[config.mk]
export PLATFORM = sky130hd
export DESIGN_NAME = bmcdvm_top
export DESIGN_NICKNAME = d
export VERILOG_FILES = /design/src/hw/bmcdvm_pkg.sv /design/src/hw/bmcdvm_top.sv
export VERILOG_INCLUDE_DIRS = /design/src /design/src/hw
export SDC_FILE = /design/constraint.sdc
export NUM_CORES = 1
export LEC_CHECK = 0
export ABC_AREA = 1
export BUFFER_PORTS_ARGS = -buffer_cell sky130_fd_sc_hd__buf_2
export CAP_MARGIN = 30
export CORE_ASPECT_RATIO = 0.9
export CORE_MARGIN = 5
export CORE_UTILIZATION = 52
export CTS_CLUSTER_DIAMETER = 120
export DETAILED_ROUTE_END_ITERATION = 8
export PLACE_DENSITY = 0.82
export SLEW_MARGIN = 20
export SYNTH_ARGS = -nofsm -noshare
export SYNTH_HDL_FRONTEND = slang
export SYNTH_SLANG_ARGS = --single-unit
[constraint.sdc]
create_clock -name CORE_CLK -period 3.3 [get_ports CORE_CLK]
set_clock_uncertainty 0.1 [all_clocks]
set_input_delay 0.165 -clock CORE_CLK [delete_from_list [all_inputs] [get_ports CORE_CLK]]
set_output_delay 0.165 -clock CORE_CLK [all_outputs]
set_load 0.005 [all_outputs]
[src/hw/bmcdvm_defs.svh]
// Offsets, field positions, reset values and ramp timing of the buck mode and core voltage registers.
// Assumes inclusion by its bare name from the top module and the checker.
`ifndef BMCDVM_DEFS_SVH
`define BMCDVM_DEFS_SVH
`define BMCDVM_OFS_MODE        8'h04
`define BMCDVM_OFS_CTRL2       8'h05
`define BMCDVM_OFS_CORE        8'h06
`define BMCDVM_OFS_SLEW        8'h07
`define BMCDVM_RST_MODE        8'hB1
`define BMCDVM_RST_CTRL2       8'h40
`define BMCDVM_RST_SLEW        3'h6
`define BMCDVM_BIT_LOWRIP      3
`define BMCDVM_BIT_FPWM_SYS    2
`define BMCDVM_BIT_FPWM_CORE   1
`define BMCDVM_BIT_FPWM_MEM    0
`define BMCDVM_BIT_LAUNCH      7
`define BMCDVM_BIT_SRCSEL      6
`define BMCDVM_CORE_PIN_GND    5'h14
`define BMCDVM_CORE_PIN_VCC    5'h1E
`define BMCDVM_SLEW_IMMED      3'h7
// Step 25 mV at 0.225 mV/us is 111.1 us; at 40 MHz that is 4444 cycles, rounded down
`define BMCDVM_STEP_NS_SLOWEST 111111
`define BMCDVM_CLK_NS          25
`define BMCDVM_STEP_CYC_SLOWEST (`BMCDVM_STEP_NS_SLOWEST / `BMCDVM_CLK_NS)
`endif

[src/hw/bmcdvm_pkg.sv]
// Types shared by the buck mode and core voltage register block.
// Assumes the constants header is compiled alongside.
package bmcdvm_pkg;
    typedef enum logic [1:0] {
        BMCDVM_PIN_GND = 2'h1, // Configuration pin tied low
        BMCDVM_PIN_VCC = 2'h2  // Configuration pin tied high
    } bmcdvm_pin_t;
    typedef struct packed {
        logic low_ripple;
        logic fpwm_sys;
        logic fpwm_core;
        logic fpwm_mem;
        logic dis_sys;
        logic dis_core;
        logic dis_mem;
    } bmcdvm_buck_ctl_t;
    typedef enum logic [1:0] {
        BMCDVM_IDLE = 2'b01,
        BMCDVM_RAMP = 2'b10
    } bmcdvm_state_t;
endpackage : bmcdvm_pkg

[src/hw/bmcdvm_top.sv]
// Buck mode, discharge and core dynamic voltage ramp registers.
// Assumes a serial-bus front end that presents byte reads and writes synchronous to CORE_CLK.
// Notes on behaviour
// - Bit 3 selects efficient or low-ripple PFM
// - Bits 2..0 force PWM on system/core/memory
// - Control two resets 40h; launch cleared
// - Source select returns to one on resets
// - Launch ramps core to target at slew under register source; under pin source it waits
// - Launch clears when internal code reaches target
// - Source select picks register or pin
// - Pin low 1.2 V, pin high 1.45 V
// - Bits 2..0 enable output discharge when disabled
// - Five-bit target, upper bits read zero
// - Target resets on four events, pin default
// - Slew codes double; code 7 immediate
// - Slew resets 06h on lockout only
`include "bmcdvm_defs.svh"
`timescale 1ns/1ps
`default_nettype none
module bmcdvm_top
    import bmcdvm_pkg::*;
#(
    parameter int unsigned STEP_CYC_SLOWEST = `BMCDVM_STEP_CYC_SLOWEST
) (
    input  wire logic                        CORE_CLK,      // System clock
    input  wire logic                        ARST_N,        // Asynchronous reset, active low
    input  wire logic                        UNDERVOLTAGE_LOCKOUT_EVT,      // Undervoltage lockout, high active
    input  wire logic                        WARM_RESET_N,  // Warm reset input, active low
    input  wire logic                        POR_OUT_ACT,   // Power-on reset output active
    input  wire logic                        BACKUP_LOW,    // Backup supply below threshold
    input  wire bmcdvm_pkg::bmcdvm_pin_t     CFG_PIN,       // Core configuration pin level
    input  wire logic                        WR_EN,         // Register write strobe
    input  wire logic                        RD_EN,         // Register read strobe
    input  wire logic [7:0]                  ADDR,          // Register address
    input  wire logic [7:0]                  WDATA,         // Write data
    output logic [7:0]                       RDATA,         // Read data, one cycle after RD_EN
    output bmcdvm_pkg::bmcdvm_buck_ctl_t     BUCK_CTL,      // Mode and discharge controls
    output logic                             CORE_FROM_PIN, // Core voltage set by pin
    output logic [4:0]                       CORE_CODE      // Internal core voltage code
);
    import bmcdvm_pkg::*;

    // ==================================================
    // Register state
    logic [7:0]    mode_r;
    logic          launch_r;
    logic          srcsel_r;
    logic [2:0]    dis_r;
    logic [4:0]    target_r;
    logic [2:0]    slew_r;
    logic [4:0]    code_r;
    logic [4:0]    code_nxt;
    logic [16:0]   tick_r;
    logic [16:0]   tick_nxt;
    logic [16:0]   step_cyc;
    logic          step_hit;
    logic [7:0]    rdata_nxt;
    logic [4:0]    pin_default;
    logic          sys_reset;
    logic          ramp_done;
    bmcdvm_state_t state_r;

    // Any of the four system events restores the source and target
    // Events are levels: while one holds, writes to its fields are lost
    assign sys_reset   = UNDERVOLTAGE_LOCKOUT_EVT | ~WARM_RESET_N | POR_OUT_ACT | BACKUP_LOW;

    // Divider strap not modelled; anything but tied high reads as tied low
    always_comb begin
        pin_default = `BMCDVM_CORE_PIN_GND;
        if (CFG_PIN == BMCDVM_PIN_VCC) begin
            pin_default = `BMCDVM_CORE_PIN_VCC;
        end
    end

    // Each slower code doubles the interval between 25 mV steps
    assign step_cyc = 17'(STEP_CYC_SLOWEST >> slew_r);

    // ==================================================
    // Write address decode; unmapped offsets select nothing
    logic          wr_mode;
    logic          wr_ctrl2;
    logic          wr_core;
    logic          wr_slew;

    always_comb begin
        wr_mode  = 1'b0;
        wr_ctrl2 = 1'b0;
        wr_core  = 1'b0;
        wr_slew  = 1'b0;
        if (WR_EN) begin
            if (ADDR == `BMCDVM_OFS_MODE) begin
                wr_mode = 1'b1;
            end else if (ADDR == `BMCDVM_OFS_CTRL2) begin
                wr_ctrl2 = 1'b1;
            end else if (ADDR == `BMCDVM_OFS_CORE) begin
                wr_core = 1'b1;
            end else if (ADDR == `BMCDVM_OFS_SLEW) begin
                wr_slew = 1'b1;
            end
        end
    end

    // ==================================================
    // Mode register
    always_ff @(posedge CORE_CLK or negedge ARST_N) begin
        if (!ARST_N) begin
            mode_r <= `BMCDVM_RST_MODE;
        end else if (UNDERVOLTAGE_LOCKOUT_EVT) begin
            mode_r <= `BMCDVM_RST_MODE;
        end else if (wr_mode) begin
            mode_r <= WDATA;
        end
    end

    // ==================================================
    // Control two: discharge and source select
    always_ff @(posedge CORE_CLK or negedge ARST_N) begin
        if (!ARST_N) begin
            dis_r <= 3'h0;
        end else if (UNDERVOLTAGE_LOCKOUT_EVT) begin
            dis_r <= 3'h0;
        end else if (wr_ctrl2) begin
            dis_r <= WDATA[2:0];
        end
    end

    always_ff @(posedge CORE_CLK or negedge ARST_N) begin
        if (!ARST_N) begin
            srcsel_r <= 1'b1;
        end else if (sys_reset) begin
            srcsel_r <= 1'b1;
        end else if (wr_ctrl2) begin
            srcsel_r <= WDATA[`BMCDVM_BIT_SRCSEL];
        end
    end

    // Launch: a new write of one wins over completion in the same cycle
    always_ff @(posedge CORE_CLK or negedge ARST_N) begin
        if (!ARST_N) begin
            launch_r <= 1'b0;
        end else if (UNDERVOLTAGE_LOCKOUT_EVT) begin
            launch_r <= 1'b0;
        end else if (wr_ctrl2 && WDATA[`BMCDVM_BIT_LAUNCH]) begin
            launch_r <= 1'b1;
        end else if (ramp_done) begin
            launch_r <= 1'b0;
        end
    end

    // ==================================================
    // Target and slew
    always_ff @(posedge CORE_CLK or negedge ARST_N) begin
        if (!ARST_N) begin
            target_r <= `BMCDVM_CORE_PIN_GND;
        end else if (sys_reset) begin
            target_r <= pin_default;
        end else if (wr_core) begin
            target_r <= WDATA[4:0];
        end
    end

    always_ff @(posedge CORE_CLK or negedge ARST_N) begin
        if (!ARST_N) begin
            slew_r <= `BMCDVM_RST_SLEW;
        end else if (UNDERVOLTAGE_LOCKOUT_EVT) begin
            slew_r <= `BMCDVM_RST_SLEW;
        end else if (wr_slew) begin
            slew_r <= WDATA[2:0];
        end
    end

    // ==================================================
    // Ramp engine
    always_comb begin
        code_nxt = code_r;
        if (slew_r == `BMCDVM_SLEW_IMMED) begin
            code_nxt = target_r;
        end else if (code_r < target_r) begin
            code_nxt = code_r + 5'h1;
        end else if (code_r > target_r) begin
            code_nxt = code_r - 5'h1;
        end
    end

    assign ramp_done = (state_r == BMCDVM_RAMP) && (code_r == target_r);

    // Immediate slew bypasses the interval counter
    assign step_hit = (slew_r == `BMCDVM_SLEW_IMMED) || (tick_r + 17'h1 >= step_cyc);

    always_ff @(posedge CORE_CLK or negedge ARST_N) begin
        if (!ARST_N) begin
            state_r <= BMCDVM_IDLE;
        end else if (sys_reset) begin
            state_r <= BMCDVM_IDLE;
        end else begin
            case (state_r)
                BMCDVM_IDLE: begin
                    // A launch left pending under pin control starts once registers rule
                    if (launch_r && !srcsel_r) begin
                        state_r <= BMCDVM_RAMP;
                    end
                end
                BMCDVM_RAMP: begin
                    if (code_r == target_r) begin
                        state_r <= BMCDVM_IDLE;
                    end
                end
                default: begin
                    // Stray code falls back to idle
                    state_r <= BMCDVM_IDLE;
                end
            endcase
        end
    end

    // ==================================================
    // Step interval counter
    // Restarts on every step and whenever idle, so each step waits a full interval
    always_comb begin
        tick_nxt = tick_r + 17'h1;
        if (state_r != BMCDVM_RAMP || step_hit) begin
            tick_nxt = 17'h0;
        end
    end

    always_ff @(posedge CORE_CLK or negedge ARST_N) begin
        if (!ARST_N) begin
            tick_r <= 17'h0;
        end else if (sys_reset) begin
            tick_r <= 17'h0;
        end else begin
            tick_r <= tick_nxt;
        end
    end

    // Pin source tracks the strap default; register source follows the ramp
    always_ff @(posedge CORE_CLK or negedge ARST_N) begin
        if (!ARST_N) begin
            code_r <= `BMCDVM_CORE_PIN_GND;
        end else if (sys_reset || srcsel_r) begin
            code_r <= pin_default;
        end else if (state_r == BMCDVM_RAMP && code_r != target_r && step_hit) begin
            code_r <= code_nxt;
        end
    end

    // ==================================================
    // Read port; unmapped addresses read zero
    // Mux follows ADDR freely; only the read strobe loads RDATA
    always_comb begin
        rdata_nxt = 8'h00;
        if (ADDR == `BMCDVM_OFS_MODE) begin
            rdata_nxt = mode_r;
        end else if (ADDR == `BMCDVM_OFS_CTRL2) begin
            rdata_nxt = {launch_r, srcsel_r, 3'h0, dis_r};
        end else if (ADDR == `BMCDVM_OFS_CORE) begin
            rdata_nxt = {3'h0, target_r};
        end else if (ADDR == `BMCDVM_OFS_SLEW) begin
            rdata_nxt = {5'h00, slew_r};
        end
    end

    always_ff @(posedge CORE_CLK or negedge ARST_N) begin
        if (!ARST_N) begin
            RDATA <= 8'h00;
        end else if (RD_EN) begin
            RDATA <= rdata_nxt;
        end
    end

    // ==================================================
    // Converter controls, one cycle behind the registers
    always_ff @(posedge CORE_CLK or negedge ARST_N) begin
        if (!ARST_N) begin
            BUCK_CTL <= '0;
        end else begin
            BUCK_CTL.low_ripple <= mode_r[`BMCDVM_BIT_LOWRIP];
            BUCK_CTL.fpwm_sys   <= mode_r[`BMCDVM_BIT_FPWM_SYS];
            BUCK_CTL.fpwm_core  <= mode_r[`BMCDVM_BIT_FPWM_CORE];
            BUCK_CTL.fpwm_mem   <= mode_r[`BMCDVM_BIT_FPWM_MEM];
            BUCK_CTL.dis_sys    <= dis_r[2];
            BUCK_CTL.dis_core   <= dis_r[1];
            BUCK_CTL.dis_mem    <= dis_r[0];
        end
    end

    // ==================================================
    // Core source and code outputs
    always_ff @(posedge CORE_CLK or negedge ARST_N) begin
        if (!ARST_N) begin
            CORE_FROM_PIN <= 1'b1;
        end else begin
            CORE_FROM_PIN <= srcsel_r;
        end
    end

    // Code leaves through a flop so the converter never sees a mux glitch
    always_ff @(posedge CORE_CLK or negedge ARST_N) begin
        if (!ARST_N) begin
            CORE_CODE <= `BMCDVM_CORE_PIN_GND;
        end else begin
            CORE_CODE <= code_r;
        end
    end
endmodule : bmcdvm_top
`default_nettype wire

# Yosys cells after proc, flatten, opt, wreduce, memory -nomap -nowiden
# Cells that the tools add are included.
# Widths: inputs -> output; s select.
# word_totals
register_bits	66
output_inout_bits	21
wordCells	105
# classes
add_sub_neg	3
shifts	1
magnitude_cmp	3
eq_ne	13
mux	43
n_reduce_logical	19
bitwise_logic	4
# ops
operator	n
$mux 5	8
$mux 17	2
$eq 8x3->1 const B	4
$mux 8	4
$mux 1	19
$add 17x1->17 const B	1
$ge 17x17->1	1
$shr 13x3->17 const A	1
$mux 3	5
$reduce_bool 2->1	6
$mux 2	3
$add 5x1->5 const B	1
$eq 5x5->1	1
$gt 5x5->1	1
$logic_and 1x1->1	5
$lt 5x5->1	1
$ne 5x5->1	1
$sub 5x1->5 const B	1
$eq 2x2->1 const B	2
$mux 4	1
$pmux 2 s2	1
$reduce_and 2->1	2
$reduce_bool 4->1	1
$eq 3x3->1 const B	1
9 further kinds	13

# Depth between registers and ports, before layout
# logic_depth
ltp_word	8
ltp_mapped	21

# Worst setup path before layout
# No wires, ideal clock.
# synth_timing
path_type	register to register
startpoint	reg tick_r[0]
endpoint	reg code_r[1]
t_required_ns	3.083
stages_incl_launch_ff	22
synth_period_minus_slack_ns	2.739
path_slack_ns	0.561
n_path_buf	0
arrival_ns	2.522
path_cell_list	dfrtp_1 ha_1 nand3_1 inv_1 nand2_2 inv_1 nand2_1 xor2_1 inv_1 ha_1 nand2_1 inv_1 nand2_1 nand3_1 nor2_1 nand3_2 nor2_4 nand2_2 nand2_4 nand2_2 nand2_1 nand2_1
# synth_between
elab_chain_cells	6
# synth_rtl
element	line	rtl
from (decl)	bmcdvm_top.sv:53	logic [16:0] tick_r;
from (signal assigned)	bmcdvm_top.sv:232	tick_r <= tick_nxt;
$add 17x1->17	bmcdvm_top.sv:188	assign step_hit = (slew_r == `BMCDVM_SLEW_IMMED) || (tick_r + 17'h1 >= step_cyc);
$ge 17x17->1	bmcdvm_top.sv:188	
$logic_or 1x1->1	bmcdvm_top.sv:188	
$logic_and 1x1->1	bmcdvm_top.sv:242	end else if (state_r == BMCDVM_RAMP && code_r != target_r && step_hit) begin
$reduce_bool 2->1 (no line)	-	
$reduce_and 2->1 (no line)	-	
to (signal assigned)	bmcdvm_top.sv:239	code_r <= `BMCDVM_CORE_PIN_GND;
to (signal assigned)	bmcdvm_top.sv:241	code_r <= pin_default;
to (signal assigned)	bmcdvm_top.sv:243	code_r <= code_nxt;
to (decl)	bmcdvm_top.sv:51	logic [4:0] code_r;
# Every way passes these cells.
# A chain may end at the register's enable or synchronous reset.

# Worst setup path in the final report
# Same ends and word-level chain as after synthesis.

==> flow_summary.yaml <==
grt:
  grt_usage_pct: 20.6
  antenna_found_initial: 0
  grt_max_degree: 41
  use_met3_pct: 4.90
  grt_pass1_wl_um: 15100
  top_usage_layer: "met2"
  gr-usage-met2_pct: 33.4
  grt-ovfl-total: 0
  first_global_vias: 3349
  met1_usage_pct: 25.6
pwr:
  seq_power_share_pct: 50.5
  internal_power_uw: 1190
  max-vdd-ir-drop_uv: 278
  p_leak_uw: 0.00239
  switchingPower_uw: 488
  powerDensity_nw_per_um2: 373
  p_comb_share_pct: 11.8
  clock_power_share_pct: 37.7
  sw_frac_of_total_pct: 29.1
layout:
  diodes: 0
  nNetsFinal: 581
  final_area_um2: 4490
  area_growth_pct: 18.2
  drive_gt1_share_pct: 24.0
  fin_util_pct: 63.5
drt:
  wl_per_cell_um: 14.3
  drcViolationCount: 0
  vias: 3286
  routed_wl_um: 9020
  dr.pass1.iters: 5
  drtIter0Drc: 157
  via_per_inst: 5.22
  ant_nets: 0
yosys:
  synth_compound_area_share_pct: 9.74
  synth_top_family_by_area: "simple AND/OR/NAND/NOR gates"
  synth-seq-area-share_pct: 43.9
  synth_most_common_cell: "nand2_1"
  ys.flop_type: "dfrtp_1"
  synthTopCellsByArea: "dfrtp_1, dfstp_2, nand2_1, ha_1, inv_1"
  synth_fa_ha_area_share_pct: 7.77
  synthMuxAreaShare_pct: 0
  avgSynthCellArea_um2: 8.30
  synth_edf_count: 0
  ys_top_cells_by_count: "nand2_1, inv_1, dfrtp_1, nor2_1, a21oi_1"
  synthSimpleGateAreaFrac_pct: 27.7
  synth_cells: 458
  yosys_warnings: 0
  netlist_area_um2: 3800
  synth_xor_area_share_pct: 2.30
  synthDistinctLibCells: 45
  async_flop_share_pct: 100
  yosysTopAreaCellShare_pct: 33.6
  ys_ff_latch: 66
  synth_top_area_cell: "dfrtp_1"
critical_path:
  rrSetupSlack_ps: 220
  regToRegEndpoint: "code_r[1]"
  crit_chain: "ha_1 > nand3_1 > inv_1 > nand2_2 > xor2_1 > inv_1 > ha_1 > nand2_1 > nor2_1 > a21boi_0 > nor2_1 > nor2_1 > nor2_4 > nand2_2 > nand2_4 > nand2_2 > nand2_1 > nand2_1"
  path_class: "flip-flop to flip-flop"
  cp_slowest_stage_delay_ps: 430
  ff2ff_path_depth: 18
  startpoint_type: "flip-flop"
  path_max_fanout: 6
  critical_path.slowest_cell: "dfrtp_1"
  crit-reg2reg-launch: "tick_r[0]"
  end_kind: "flip-flop"
  crit_arrival_ps: 3270
  cp.required_ps: 3490
floorplanning:
  die_x_um: 100
  ioPinCount: 47
  rows: 29
  die_area_um2: 9120
  core-area_um2: 7080
  start_util_pct: 53.7
  die_y_um: 91.1
timing:
  drv_slew: 0
  min_period_ps: 3080
  max_freq_mhz: 324
  fin_crit_sh_pct: 93.4
  fin_ws_ps: 218
  hold_ws_ps: 15.9
  setup_tns_ps: 0
  setup_viol: 0
  finalHoldViolations: 0
  worstMarginPinSlew_ps: 566
  relSlewSlack_pct: 62.2
worst_hold_path:
  worstHoldStart: "RD_EN"
  hp-class: "input pin to flip-flop"
  hold_path_end: "RDATA[2]"
  min_path_cells: 3
place:
  place_congestion: 0.860
  port_buffers: 46
  dpl-instance-area_um2: 4140
  place_hpwl_um: 6600
  dp_slack_ps: 136
clock_network:
  cts_tree: "yes"
  clockBufferDepth: 2
  htreeDepth: 3
  clockRootBuffer: "clkbuf_8"
  clk_pin_slew_ps: 90
  cts.sinks: 66
  cts_buffers: 9
  clkLatencyLatePin_ps: 350
run_status:
  status: "completed"
run:
  maxCapViolations: 0
[cell families after synthesis]
group / count (synthesis)
XOR/XNOR: 10
other: 1
AO/OA/AOI/OAI: 64
flip-flops: 66
buffers and inverters: 80
AND/OR/NAND/NOR: 214
adder cells (fa/ha/maj): 23
[repair_timing]
item                                   4_1_cts  5_1_grt
endpoints found under the hold margin       38        0
hold buffers                                 9        0
setup endpoints to repair                    0       15
buffers inserted                             0        6
gates resized for setup                      0        2
[cell type report]
class	instances	area [um^2]
clock inverter	7	60.1
inverter	76	285
tap	93	116
fill	602	2580
clock buffer	9	124
sequential	66	1670
multi-input combinational	315	1840
timing repair buffer	64	400
[power groups by stage]
| stage | Clock, uW | Sequential (uW) | Combinational [uW] |
|---|---|---|---|
| after global placement | 0 | 861 | 178 |
| after detailed placement | 0 | 861 | 185 |
| final | 632 | 847 | 198 |
| after global routing | 674 | 849 | 230 |
| after floorplan | 0 | 854 | 117 |
| after CTS | 644 | 846 | 195 |
[per-stage QoR]
| stage | std cells | total power [uW] |
|---|---|---|
| 6_report | 630 | 1680 |
| 5_1_grt | 630 | 1750 |
| 4_1_cts | 623 | 1680 |
| 3_5_place_dp | 598 | 1050 |
| 3_3_place_gp | 598 | 1040 |
| 2_1_floorplan | 461 | 972 |
[registers in the layout, summed over array words and instances, names as in the netlist]
name / cells
RDATA: 8
mode_r: 8
code_r: 5
dis_r: 3
slew_r: 3
state_r: 2
CORE_CODE: 5
launch_r: 1
tick_r: 17
srcsel_r: 1
target_r: 5
CORE_FROM_PIN: 1
BUCK_CTL: 7
[critical path: cells and delay by family, from the launching register on]
| family | cells | cell delay, ps |
|---|---|---|
| buffers and inverters | 2 | 150 |
| AOI/OAI and AO/OA | 1 | 260 |
| and+or+nand+nor | 12 | 1200 |
| DFF | 1 | 430 |
| xor gates and xnor gates | 1 | 320 |
| adders and majority gates | 2 | 550 |
[how the worst max path moves through the flow]
stage               startpoint        end  depth (start not counted)
floorplan            tick_r[0]  code_r[1]                         21
global placement     tick_r[0]  tick_r[2]                         18
detailed placement   tick_r[0]  tick_r[2]                         18
CTS                  tick_r[0]  tick_r[2]                         18
global route         tick_r[0]  code_r[2]                         18
finish               tick_r[0]  code_r[1]                         18
[metal layers]
layer,up-vias,routed length [um]
met2,128,4320
met3,26,566
li1,1606,-
met1,1526,3870
met4,0,271
met5,-,0
[layout by cell type, fill, tap and decap left out, types with 13 or more instances in the layout]
master,instances
buf_2,46
nand3_1,19
dfstp_2,15
dfrtp_1,51
nor2_4,13
inv_1,72
o21ai_0,18
nand2_1,101
ha_1,22
nor2_1,44
a21oi_1,28
Note: power is estimated with default switching activity, not from simulation.
